--- src/urb_pkg.sv ---
// package: register offsets, field positions, reset values and codes for the register bank
package urb_pkg;
  localparam logic [2:0] ADDR_HOLD     = 3'h0;  // receive/transmit holding, divisor low
  localparam logic [2:0] ADDR_MASK     = 3'h1;  // interrupt mask, divisor high
  localparam logic [2:0] ADDR_SRC      = 3'h2;  // interrupt source / fifo control / fraction
  localparam logic [2:0] ADDR_LINE     = 3'h3;
  localparam logic [2:0] ADDR_MODEM    = 3'h4;
  localparam logic [2:0] ADDR_LSTAT    = 3'h5;
  localparam logic [2:0] ADDR_RES1     = 3'h4;
  localparam logic [2:0] ADDR_RES2     = 3'h5;
  localparam logic [2:0] ADDR_PAU1     = 3'h6;
  localparam logic [2:0] ADDR_PAU2     = 3'h7;
  localparam logic [7:0] LCR_ENH_KEY   = 8'hbf;
  localparam int         LCR_DIV_BIT   = 7;
  localparam int         EFR_ENH_BIT   = 4;
  localparam int         FCR_EN_BIT    = 0;
  localparam int         IER_RX_BIT    = 0;
  localparam int         IER_TX_BIT    = 1;
  localparam int         IER_LS_BIT    = 2;
  localparam int         IER_MS_BIT    = 3;
  localparam logic [7:0] IER_ENH_MASK  = 8'hf0;
  localparam logic [7:0] MCR_ENH_MASK  = 8'he0;
  localparam logic [7:0] FCR_ENH_MASK  = 8'h30;
  localparam logic [7:0] DLD_MASK      = 8'h0f;
  localparam logic [7:0] RST_ZERO      = 8'h00;
  localparam logic [7:0] RST_LCR       = 8'h00;
  localparam logic [7:0] RST_TRIG      = 8'h01;
  localparam logic [5:0] ISR_NONE      = 6'h01;
  localparam logic [5:0] ISR_LSTAT     = 6'h06;
  localparam logic [5:0] ISR_RXRDY     = 6'h04;
  localparam logic [5:0] ISR_TXRDY     = 6'h02;
  localparam logic [5:0] ISR_MSTAT     = 6'h00;
  localparam logic [7:0] REV_CODE      = 8'h01;  // arbitrary value
  localparam logic [7:0] DEV_CODE      = 8'h5c;  // arbitrary value
  localparam int         FIFO_DEPTH    = 64;
  localparam int         CNT_W         = 7;
endpackage : urb_pkg

--- src/urb_bank.sv ---
// register bank for one serial channel with receive-trigger interrupt
`timescale 1ns/10ps
// Behaviour
// Enhanced mask, fifo-control, modem-control bits and the fraction need enable bit 4.
// With divisor enable set, addresses 0/1 hold divisor bytes and 2 the fraction unless key.
// Reading address 0 gives the received byte, writing it loads the transmit byte.
// The mask gates receive, transmit, line and modem sources into the source register.
// In fifo mode the receive interrupt rises at the trigger level and drops below it.
// The receive source code shows while at trigger and clears with the output below it.
// Data-ready sets when a byte enters the fifo and clears when it is empty.
// Enhanced function and the four flow characters are reached only under the key value.
// Mask bit 0 enables the receive interrupt and resets to zero.
// The identification register reads at 1 only with divisor on, no key, divisor zero.
module urb_bank
  import urb_pkg::*;
(
  input  wire logic       clk_sys,
  input  wire logic       rst,
  input  wire logic [2:0] addr,
  input  wire logic       cs,
  input  wire logic       rd_stb,
  input  wire logic       wr_stb,
  input  wire logic [7:0] wdata,
  input  wire logic [7:0] rx_char,
  input  wire logic       rx_push,
  input  wire logic       tx_empty,
  input  wire logic       line_err,
  input  wire logic       modem_chg,
  output logic      [7:0] rdata_r,
  output logic      [7:0] tx_char_r,
  output logic            tx_load_r,
  output logic            rx_pop_r,
  output logic            irq_r,
  output logic      [7:0] div_low_r,
  output logic      [7:0] div_high_r,
  output logic      [3:0] div_frac_r
);
  logic [7:0]       lcr_r, ier_r, fcr_r, mcr_r, efr_r, feature_control_r, trig_r;
  logic [7:0]       res1_r, res2_r, pau1_r, pau2_r;
  logic [7:0]       rd_nxt;
  logic [5:0]       isr_code;
  logic [CNT_W-1:0] rx_level;
  logic             rx_ready, rx_at_trig, rd, wr, key, dlab, enh, flush, rx_irq;

  function automatic logic hit(input logic [2:0] a, input logic [2:0] want);
    hit = (a == want);
  endfunction : hit

  assign rd    = cs && rd_stb;
  assign wr    = cs && wr_stb;
  assign key   = (lcr_r == LCR_ENH_KEY);
  assign dlab  = lcr_r[LCR_DIV_BIT];
  assign enh   = efr_r[EFR_ENH_BIT];
  assign flush = wr && !dlab && !key && hit(addr, ADDR_SRC) && wdata[1];
  assign rx_irq = ier_r[IER_RX_BIT] && rx_at_trig;

  urb_rx_level i_urb_rx_level (
    .clk_sys   (clk_sys),
    .rst       (rst),
    .push      (rx_push),
    .pop       (rx_pop_r),
    .flush     (flush),
    .trig_lvl  (trig_r),
    .fifo_on   (fcr_r[FCR_EN_BIT]),
    .level_r   (rx_level),
    .ready_r   (rx_ready),
    .at_trig_r (rx_at_trig)
  );

  // fixed priority: line, receive, transmit, modem
  always_comb begin
    isr_code = ISR_NONE;
    if (ier_r[IER_LS_BIT] && line_err) begin
      isr_code = ISR_LSTAT;
    end else if (rx_irq) begin
      isr_code = ISR_RXRDY;
    end else if (ier_r[IER_TX_BIT] && tx_empty) begin
      isr_code = ISR_TXRDY;
    end else if (ier_r[IER_MS_BIT] && modem_chg) begin
      isr_code = ISR_MSTAT;
    end
  end

  always_ff @(posedge clk_sys) begin
    if (rst) begin
      lcr_r <= RST_LCR;
      ier_r <= RST_ZERO;
      fcr_r <= RST_ZERO;
      mcr_r <= RST_ZERO;
      trig_r <= RST_TRIG;
      feature_control_r <= RST_ZERO;
    end else if (wr && key) begin
      if (hit(addr, ADDR_HOLD)) begin
        trig_r <= wdata;
      end
      if (hit(addr, ADDR_MASK)) begin
        feature_control_r <= wdata;
      end
      if (hit(addr, ADDR_LINE)) begin
        lcr_r <= wdata;
      end
    end else if (wr) begin
      case (addr)
        ADDR_MASK: begin
          if (!dlab) begin
            ier_r <= enh ? wdata : (wdata & ~IER_ENH_MASK);
          end
        end
        ADDR_SRC: begin
          if (!dlab) begin
            fcr_r <= enh ? wdata : (wdata & ~FCR_ENH_MASK);
          end
        end
        ADDR_LINE: begin
          lcr_r <= wdata;
        end
        ADDR_MODEM: begin
          mcr_r <= enh ? wdata : (wdata & ~MCR_ENH_MASK);
        end
        default: begin
        end
      endcase
    end
  end

  // divisor bytes and fraction
  always_ff @(posedge clk_sys) begin
    if (rst) begin
      div_low_r  <= RST_ZERO;
      div_high_r <= RST_ZERO;
      div_frac_r <= '0;
    end else if (wr && dlab && !key) begin
      if (hit(addr, ADDR_HOLD)) begin
        div_low_r <= wdata;
      end
      if (hit(addr, ADDR_MASK)) begin
        div_high_r <= wdata;
      end
      if (hit(addr, ADDR_SRC) && enh) begin
        div_frac_r <= wdata[3:0];
      end
    end
  end

  // enhanced function and flow characters
  always_ff @(posedge clk_sys) begin
    if (rst) begin
      efr_r  <= RST_ZERO;
      res1_r <= RST_ZERO;
      res2_r <= RST_ZERO;
      pau1_r <= RST_ZERO;
      pau2_r <= RST_ZERO;
    end else if (wr && key) begin
      case (addr)
        ADDR_SRC:  efr_r  <= wdata;
        ADDR_RES1: res1_r <= wdata;
        ADDR_RES2: res2_r <= wdata;
        ADDR_PAU1: pau1_r <= wdata;
        ADDR_PAU2: pau2_r <= wdata;
        default: begin
        end
      endcase
    end
  end

  // transmit load and receive pop strobes
  always_ff @(posedge clk_sys) begin
    if (rst) begin
      tx_char_r <= RST_ZERO;
      tx_load_r <= 1'b0;
      rx_pop_r  <= 1'b0;
    end else begin
      tx_load_r <= wr && !dlab && !key && hit(addr, ADDR_HOLD);
      rx_pop_r  <= rd && !dlab && !key && hit(addr, ADDR_HOLD);
      if (wr && !dlab && !key && hit(addr, ADDR_HOLD)) begin
        tx_char_r <= wdata;
      end
    end
  end

  always_comb begin
    rd_nxt = RST_ZERO;
    case (addr)
      ADDR_HOLD: begin
        if (key) begin
          rd_nxt = {1'b0, rx_level};
        end else if (dlab) begin
          rd_nxt = div_low_r;
        end else begin
          rd_nxt = rx_char;
        end
      end
      ADDR_MASK: begin
        if (key) begin
          rd_nxt = feature_control_r;
        end else if (dlab) begin
          // id only visible while divisor is zero, else divisor high
          rd_nxt = (div_low_r == RST_ZERO && div_high_r == RST_ZERO) ? DEV_CODE : div_high_r;
        end else begin
          // stored enhanced bits stay hidden while the enable is off
          rd_nxt = enh ? ier_r : (ier_r & ~IER_ENH_MASK);
        end
      end
      ADDR_SRC: begin
        if (key) begin
          rd_nxt = efr_r;
        end else if (dlab) begin
          rd_nxt = enh ? {4'h0, div_frac_r} : RST_ZERO;
        end else begin
          rd_nxt = {{2{fcr_r[FCR_EN_BIT]}}, isr_code};
        end
      end
      ADDR_LINE: rd_nxt = lcr_r;
      ADDR_MODEM: rd_nxt = key ? res1_r : (enh ? mcr_r : (mcr_r & ~MCR_ENH_MASK));
      ADDR_LSTAT: rd_nxt = key ? res2_r : {1'b0, tx_empty, tx_empty, 4'h0, rx_ready};
      ADDR_PAU1:  rd_nxt = key ? pau1_r : RST_ZERO;
      ADDR_PAU2:  rd_nxt = key ? pau2_r : RST_ZERO;
      default:   rd_nxt = RST_ZERO;
    endcase
  end

  always_ff @(posedge clk_sys) begin
    if (rst) begin
      rdata_r <= RST_ZERO;
      irq_r   <= 1'b0;
    end else begin
      irq_r <= (isr_code != ISR_NONE);
      if (rd) begin
        rdata_r <= rd_nxt;
      end
    end
  end

  property p_irq_below;
    @(posedge clk_sys) disable iff (rst)
      (!rx_at_trig && !ier_r[IER_LS_BIT] && !ier_r[IER_TX_BIT] && !ier_r[IER_MS_BIT]) |=> !irq_r;
  endproperty
  a_irq_below: assert property (p_irq_below) else $error("irq stuck below trigger");

  property p_src_code;
    @(posedge clk_sys) disable iff (rst)
      (rx_irq && !(ier_r[IER_LS_BIT] && line_err)) |-> (isr_code == ISR_RXRDY);
  endproperty
  a_src_code: assert property (p_src_code) else $error("receive code missing");

  property p_mask_gate;
    @(posedge clk_sys) disable iff (rst)
      (ier_r[3:0] == 4'h0) |=> !irq_r;
  endproperty
  a_mask_gate: assert property (p_mask_gate) else $error("masked source raised irq");

  property p_enh_mask;
    @(posedge clk_sys) disable iff (rst)
      (rd && !enh && !dlab && addr == ADDR_MASK) |=> ((rdata_r & IER_ENH_MASK) == 8'h00);
  endproperty
  a_enh_mask: assert property (p_enh_mask) else $error("enhanced mask bits set");

  property p_div_stable;
    @(posedge clk_sys) disable iff (rst)
      (!dlab || key) |=> $stable(div_low_r);
  endproperty
  a_div_stable: assert property (p_div_stable) else $error("divisor written out of map");

  property p_efr_key;
    @(posedge clk_sys) disable iff (rst)
      !key |=> $stable(efr_r);
  endproperty
  a_efr_key: assert property (p_efr_key) else $error("enhanced reg written without key");

  property p_tx_load;
    @(posedge clk_sys) disable iff (rst)
      (wr && !dlab && !key && addr == ADDR_HOLD) |=> (tx_load_r && tx_char_r == $past(wdata));
  endproperty
  a_tx_load: assert property (p_tx_load) else $error("transmit byte not loaded");

  property p_id_read;
    @(posedge clk_sys) disable iff (rst)
      (rd && dlab && !key && addr == ADDR_MASK && div_low_r == 8'h00 && div_high_r == 8'h00)
        |=> (rdata_r == DEV_CODE);
  endproperty
  a_id_read: assert property (p_id_read) else $error("id not returned");
endmodule : urb_bank

--- src/urb_rx_level.sv ---
// receive fifo level tracker: count, trigger compare and data-ready flag
`timescale 1ns/10ps
module urb_rx_level
  import urb_pkg::*;
(
  input  wire logic             clk_sys,
  input  wire logic             rst,
  input  wire logic             push,
  input  wire logic             pop,
  input  wire logic             flush,
  input  wire logic [7:0]       trig_lvl,
  input  wire logic             fifo_on,
  output logic      [CNT_W-1:0] level_r,
  output logic                  ready_r,
  output logic                  at_trig_r
);
  logic [CNT_W-1:0] level_nxt;
  logic             do_push;
  logic             do_pop;

  assign do_push = push && (level_r != CNT_W'(FIFO_DEPTH));
  assign do_pop  = pop && (level_r != '0);

  always_comb begin
    level_nxt = level_r;
    if (flush) begin
      // a byte landing in the flush cycle survives it, so set wins over clear
      level_nxt = push ? CNT_W'(1) : '0;
    end else if (do_push && !do_pop) begin
      level_nxt = level_r + CNT_W'(1);
    end else if (do_pop && !do_push) begin
      level_nxt = level_r - CNT_W'(1);
    end
  end

  always_ff @(posedge clk_sys) begin
    if (rst) begin
      level_r   <= '0;
      ready_r   <= 1'b0;
      at_trig_r <= 1'b0;
    end else begin
      level_r   <= level_nxt;
      ready_r   <= (level_nxt != '0);
      // non-fifo mode: one character is the trigger
      at_trig_r <= fifo_on ? ({1'b0, level_nxt} >= trig_lvl) : (level_nxt != '0);
    end
  end

  property p_ready_follows;
    @(posedge clk_sys) disable iff (rst)
      (do_push && !flush) |=> ready_r;
  endproperty
  a_ready_follows: assert property (p_ready_follows) else $error("ready not set on push");

  property p_ready_empty;
    @(posedge clk_sys) disable iff (rst)
      ready_r == (level_r != '0);
  endproperty
  a_ready_empty: assert property (p_ready_empty) else $error("ready not tied to level");
endmodule : urb_rx_level

--- config.mk ---
export PLATFORM = sky130hd
export DESIGN_NAME = urb_bank
export DESIGN_NICKNAME = d
export VERILOG_FILES = /design/src/urb_pkg.sv /design/src/urb_bank.sv /design/src/urb_rx_level.sv
export SDC_FILE = /design/constraint.sdc
export NUM_CORES = 1
export LEC_CHECK = 0
export BUFFER_PORTS_ARGS = -buffer_cell sky130_fd_sc_hd__buf_2
export CELL_PAD_IN_SITES_DETAIL_PLACEMENT = 1
export CELL_PAD_IN_SITES_GLOBAL_PLACEMENT = 1
export CORE_ASPECT_RATIO = 0.9
export CORE_MARGIN = 4
export CORE_UTILIZATION = 50
export CTS_BUF_LIST = sky130_fd_sc_hd__clkbuf_4
export DETAILED_ROUTE_END_ITERATION = 7
export GPL_TIMING_DRIVEN = 0
export HOLD_SLACK_MARGIN = 0.06
export MAX_ROUTING_LAYER = met4
export PLACE_DENSITY_LB_ADDON = 0.05
export SYNTH_ARGS = -nofsm -noshare
export SYNTH_HDL_FRONTEND = slang
export SYNTH_HIERARCHICAL = 1
export SYNTH_SLANG_ARGS = --single-unit
--- constraint.sdc ---
create_clock -name clk_sys -period 5.05 [get_ports clk_sys]
set_input_delay 1.01 -clock clk_sys [delete_from_list [all_inputs] [get_ports clk_sys]]
set_output_delay 1.01 -clock clk_sys [all_outputs]
set_load 0.01 [all_outputs]
# --- Word level (Yosys, flattened, before mapping) ---
# Index checks and enable logic that the tools add are counted.
totals:
  regBits: 129
  latch_bits: 0
  ram_bits: 0
  rom_bits: 0
  input_bits: 28
  out_inout_bits: 39
  elab_cells: 112
  n_memories: 0
classes:
  n_addsub: 2
  n_mul: 0
  div: 0
  n_lt_le_gt_ge: 1
  eq_ne: 10
  shifts: 0
  muxes: 29
  bitwise_logic: 2
  n_reduce_logical: 46
op_table:
  columns: ["op", "count"]
  rows:
  - ["$mux 8", 18]
  - ["$pmux 8 s8", 1]
  - ["$logic_and 1x1->1", 23]
  - ["$mux 7", 3]
  - ["$reduce_and 2->1", 10]
  - ["$logic_not 8->1", 2]
  - ["$reduce_bool 7->1", 2]
  - ["$eq 3x3->1 const B", 4]
  - ["$eq 8x8->1 const B", 1]
  - ["$ge 7x8->1", 1]
  - ["$reduce_and 4->1", 2]
  - ["$add 7x1->7 const B", 1]
  - ["$ne 7x7->1 const B", 1]
  - ["$sub 7x1->7 const B", 1]
  - ["$eq 3x2->1 const B", 2]
  - ["$mux 6", 1]
  - ["$ne 6x1->1 const B", 1]
  - ["$logic_not 1->1", 4]
  - ["$mux 4", 1]
  - ["$eq 3x1->1 const B", 1]
  - ["$logic_not 3->1", 1]
  - ["$mux 1", 3]
  - ["$mux 3", 1]
  - ["$reduce_and 3->1", 1]
  - ["other kinds (3)", 4]

# --- Depth between registers and ports, before layout ---
depth:
  word_depth: 9
  mapped_depth: 14
  depth_no_buf: 14

# --- Cells and area by module ---
# The synthesis kept the hierarchy.
by_module_without_submodules:
  columns: ["mod", "n_inst", "cells_per_inst", "area_per_inst_um2", "seq_area_each_um2"]
  rows:
  - ["urb_bank", 1, 617, 5527.8, 2402.3]
  - ["urb_rx_level", 1, 119, 979.7, 180.2]

# --- Worst setup path after synthesis ---
# Ideal clock, no wire load.
synth_path:
  path_kind: "in2reg"
  from: "input port cs"
  to: "register i_urb_rx_level.at_trig_r"
  setup_time_ns: 0.127
  t_arrival_ns: 3.575
  required_ns: 4.923
  path_slack_ns: 1.348
  stages: 14
  n_path_buf: 1
  path_cell_list: "nand2_1 buf_2 nor2_1 and3_1 a221oi_1 o32ai_4 ha_1 nand2b_1 a21o_1 a21o_1 a21o_1 a21o_1 a211oi_1 o22ai_1"
synth_via:
  elab_chain_len: 8
  elab_cells_between_ends: 9
  cone_classes: "order compare (1); mux (2); reduce/logical (6)"
synth_rtl:
  columns: ["item", "line", "text"]
  rows:
  - ["start: declaration", "urb_bank.sv:20", "input wire logic cs,"]
  - ["$logic_and 1x1->1 *", "urb_bank.sv:50", "assign wr = cs && wr_stb;"]
  - ["$logic_and 1x1->1 * (4 in series)", "urb_bank.sv:54", "assign flush = wr && !dlab && !key && hit(addr, ADDR_SRC) && wdata[1];"]
  - ["via flush", "urb_bank.sv:43", "logic rx_ready, rx_at_trig, rd, wr, key, dlab, enh, flush, rx_irq;"]
  - ["$mux 7 *", "urb_rx_level.sv:26", "if (flush) begin"]
  - ["$ge 7x8->1 or $reduce_bool 7->1 (tied branches)", "urb_rx_level.sv:45", "at_trig_r <= fifo_on ? ({1'b0, level_nxt} >= trig_lvl) : (level_nxt != '0);"]
  - ["$mux 1 *", "urb_rx_level.sv:45", null]
  - ["end signal: assignment", "urb_rx_level.sv:45", null]
  - ["end: declaration", "urb_rx_level.sv:15", "output logic at_trig_r"]
# The timed path passes the listed nets; every way through them passes the cells marked *.
# A chain may end at the register's enable or synchronous reset.

# --- Worst setup path after layout ---
layout_path:
  from: "register lcr_r[7]"
  to: "register i_urb_rx_level.at_trig_r"
layout_via:
  elab_chain_len: 8
  elab_cells_between_ends: 11
  cone_classes: "order compare (1); eq/ne (1); mux (2); reduce/logical (7)"
layout_rtl:
  columns: ["item", "line", "text"]
  rows:
  - ["start: declaration", "urb_bank.sv:38", "logic [7:0] lcr_r, ier_r, fcr_r, mcr_r, efr_r, feature_control_r, trig_r;"]
  - ["start signal: assignment", "urb_bank.sv:100", "lcr_r <= wdata;"]
  - ["start signal: assignment", "urb_bank.sv:115", "lcr_r <= wdata;"]
  - ["$eq 8x8->1 or $logic_not 1->1 (tied branches)", "urb_bank.sv:51, urb_bank.sv:54", null]
  - ["$logic_not 1->1 or $logic_and 1x1->1 (tied branches)", "urb_bank.sv:54", null]
  - ["$logic_and 1x1->1 * (3 in series)", "urb_bank.sv:54", null]
  - ["via flush", "urb_bank.sv:43", null]
  - ["$mux 7 *", "urb_rx_level.sv:26", null]
  - ["$ge 7x8->1 or $reduce_bool 7->1 (tied branches)", "urb_rx_level.sv:45", null]
  - ["$mux 1 *", "urb_rx_level.sv:45", null]
# Marked as above.

==> out/qor.yml <==
path_clk_slew_ns: 0.11
h-tree-depth: 4
rsz0062_at_grt: "false"
synth_cell_types: 72
grt_max_degree: 17
power_density_mw_per_mm2: 298.7
dp_hpwl_mm: 16.92
avgViaCountPerCell: 6.112
grt_pass1_wl_mm: 35.91
die_x_um: 128.3
clock-sinks: 129
yosys-mux-area-fraction_pct: 16.80
cts_root_buf: "clkbuf_4"
crit_start: "lcr_r[7]"
synth_seq_cells: 129
power_mw: 2.214
ys_warn_count: 6
holdBufCountCts: 0
relSlewSlack_pct: 35.99
core.rowCount: 39
synthTopCellsByArea: "dfxtp_1 40%, mux2i_1 16%, nor2_1 6.3%, nand2_1 4.2%, a21oi_1 3.5%"
fin_setup_tns_ns: 0
post-cts-setup-buffer-count: 0
finalCriticalPeriod_ns: 4.161
worstPathCellList: "buf_1 > buf_2 > nor2_1 > and3_1 > a221oi_1 > o32ai_4 > ha_1 > nand2b_1 > a21o_1 > a21o_1 > a21o_1 > a21o_1 > a211oi_1 > o22ai_1"
insertion_delay_ns: 0.56
status: "complete, no violations"
numCtsBuffers: 17
synth-compound-area-share_pct: 15.02
fill_cells: 1523
synth-edff-count: 0
cts-resized-gates: 0
first_global_vias: 6092
area_delta_synth_final_pct: 13.90
routed_wirelength_mm: 23.45
gp_congestion: 0.9506
final_nets: 858
yosysTopAreaCellShare_pct: 39.68
worstSetupStartpointType: "flop"
synthTopCellsByCount: "129 x dfxtp_1, 109 x nor2_1, 101 x mux2i_1, 73 x nand2_1, 45 x a21oi_1"
globalRouteOverflowTotal: 0
synth_top_area_cell: "dfxtp_1"
cpMostUsedCell: "a21o_1"
r2r-start: "lcr_r[7]"
hold_path_class: "flop to flop"
hold_violations: 0
slew_violations: 0
synthXorXnorAreaFrac_pct: 0.5384
drive_gt1_share_pct: 17.29
setup_viol: 0
port_buffers: 65
worstPathRequired_ns: 5.48
floorplan.io_pins: 67
drt-initial-drc-count: 592
fmax_mhz: 240.3
vias: 6094
ys_seq_area_share_pct: 39.68
gr-usage-all-layers_pct: 32.90
die_area_mm2: 0.01491
drv_cap: 0
async_reset_ff_share_pct: 0
min-delay-start: "tx_char_r[7]"
die_h_um: 116.2
peakVddDrop_v: 0.0003202
synth_area_per_cell_um2: 8.842
critical-path-top-delay-family: "compound AO/OA/AOI/OAI gates"
initial_core_util_pct: 51.10
drc: 0
ys.flop_type: "dfxtp_1"
leakage_nw: 2.944
crit_path_max_incr_delay_ns: 0.61
cts_tree: "yes"
synthAdderAreaFrac_pct: 1.923
timing.critical_path.buf_inv: 2
antenna_found_initial: 0
synth_cells: 736
diodes: 0
synth_top_family_by_area: "simple AND/OR/NAND/NOR gates"
cpMaxStageDelayCell: "buf_1"
syn_area_mm2: 0.006507
dr.pass1.iters: 7
path_class: "flop to flop"
crit_path_max_fanout: 10
ant_nets: 0
synth.net_count: 774
post-route-period-util_pct: 82.41
tightest_slew_ns: 0.9550
end_kind: "flop"
synth_most_common_cell: "dfxtp_1"
cp.arrival_ns: 4.59
clk_path_buf_depth: 2
wire_per_inst_um: 23.52
coreArea_mm2: 0.01274
synth-simple-area-share_pct: 21.21
fin_skew_ns: 0.02308
## cell usage in the layout, fill, tap and decap left out, drive strengths merged, types with 5 or more instances in the layout
cell    Yosys  routed
a21o        6       6
a21oi      45      45
a221o       5       5
a221oi      6       6
a311oi      5       5
a31oi       6       6
and2        5       5
and3        5       5
buf        22      87
bufinv      0       6
clkbuf     34      53
dfxtp     129     129
ha         10      10
inv        15      17
mux2        7       7
mux2i     101     101
nand2      73      73
nand3      24      24
nand4       6       6
nor2      110     110
nor2b       6       6
nor3       15      15
nor4        7       7
o211ai     15      15
o21ai      14      14
## state kept, by name, indices dropped and copies added, names as in the netlist
register,cells
div_frac_r,4
i_urb_rx_level/level_r,7
efr_r,8
ier_r,8
rdata_r,8
trig_r,8
fcr_r,1
rx_pop_r,1
lcr_r,8
tx_char_r,8
i_urb_rx_level/at_trig_r,1
feature_control_r,8
tx_load_r,1
res1_r,8
pau2_r,8
res2_r,8
div_low_r,8
mcr_r,8
pau1_r,8
i_urb_rx_level/ready_r,1
div_high_r,8
irq_r,1
## tightest hold or removal path, cell delays in order, from the launching register on
cell	delay, ns
dfxtp_1	0.32
nand2_1	0.05
a21oi_1	0.05
## area by class of cell
type	count	area [um^2]	share of cell area (%)
buffer	56	257.7	3.477
clock buffer	19	142.6	1.924
clock inverter	13	231.5	3.123
inverter	15	56.30	0.7596
multi-input combinational	536	3611	48.72
sequential	129	2582	34.84
tap	164	205.2	2.768
timing repair buffer	65	325.3	4.389
## report_power, final
part / internal, mW / switching, mW / total (mW)
sequential: 1.03 / 0.0166 / 1.05
combinational: 0.0851 / 0.166 / 0.252
clock: 0.505 / 0.410 / 0.916
## cell families after synthesis
family	Yosys count
adder cells (fa/ha/maj)	10
multiplexers	108
buffers and inverters	71
AO/OA/AOI/OAI	139
flip-flops	129
XOR/XNOR	4
AND/OR/NAND/NOR	275
## final timing paths
kind | to | slack, ns | cells past startpoint
max | i_urb_rx_level/at_trig_r | 0.89 | 14
min | tx_char_r[7] | 0.46 | 2
max reg2reg | i_urb_rx_level/at_trig_r | 0.89 | 14
min reg2reg | tx_char_r[7] | 0.46 | 2
## metal layers
layer  vias to the layer above  GRT usage [%]  routed length, um
met1                      2997          43.46              10290
met2                       249          49.64              10550
li1                       2800              -                  -
met4                         0          11.39                697
met5                         -              -                  0
met3                        48          7.727               1918
## through the flow
| stage | instance area [um^2] | util, % | instances | setup slack (ns) | hold WS (ns) |
|---|---|---|---|---|---|
| floorplan | 6507 | - | 736 | 1.348 | 0.4319 |
| detailed placement | 7038 | 55.26 | 965 | 0.5544 | 0.4472 |
| finish | 7412 | 58.20 | 997 | 0.8885 | 0.4614 |
| global placement | 7038 | 55.26 | 965 | 0.5671 | 0.4400 |
| global route | 7412 | 58.20 | 997 | 0.7788 | 0.4827 |
| CTS | 7412 | 58.20 | 997 | 0.9281 | 0.4660 |
(Power assumes the default switching activity.)
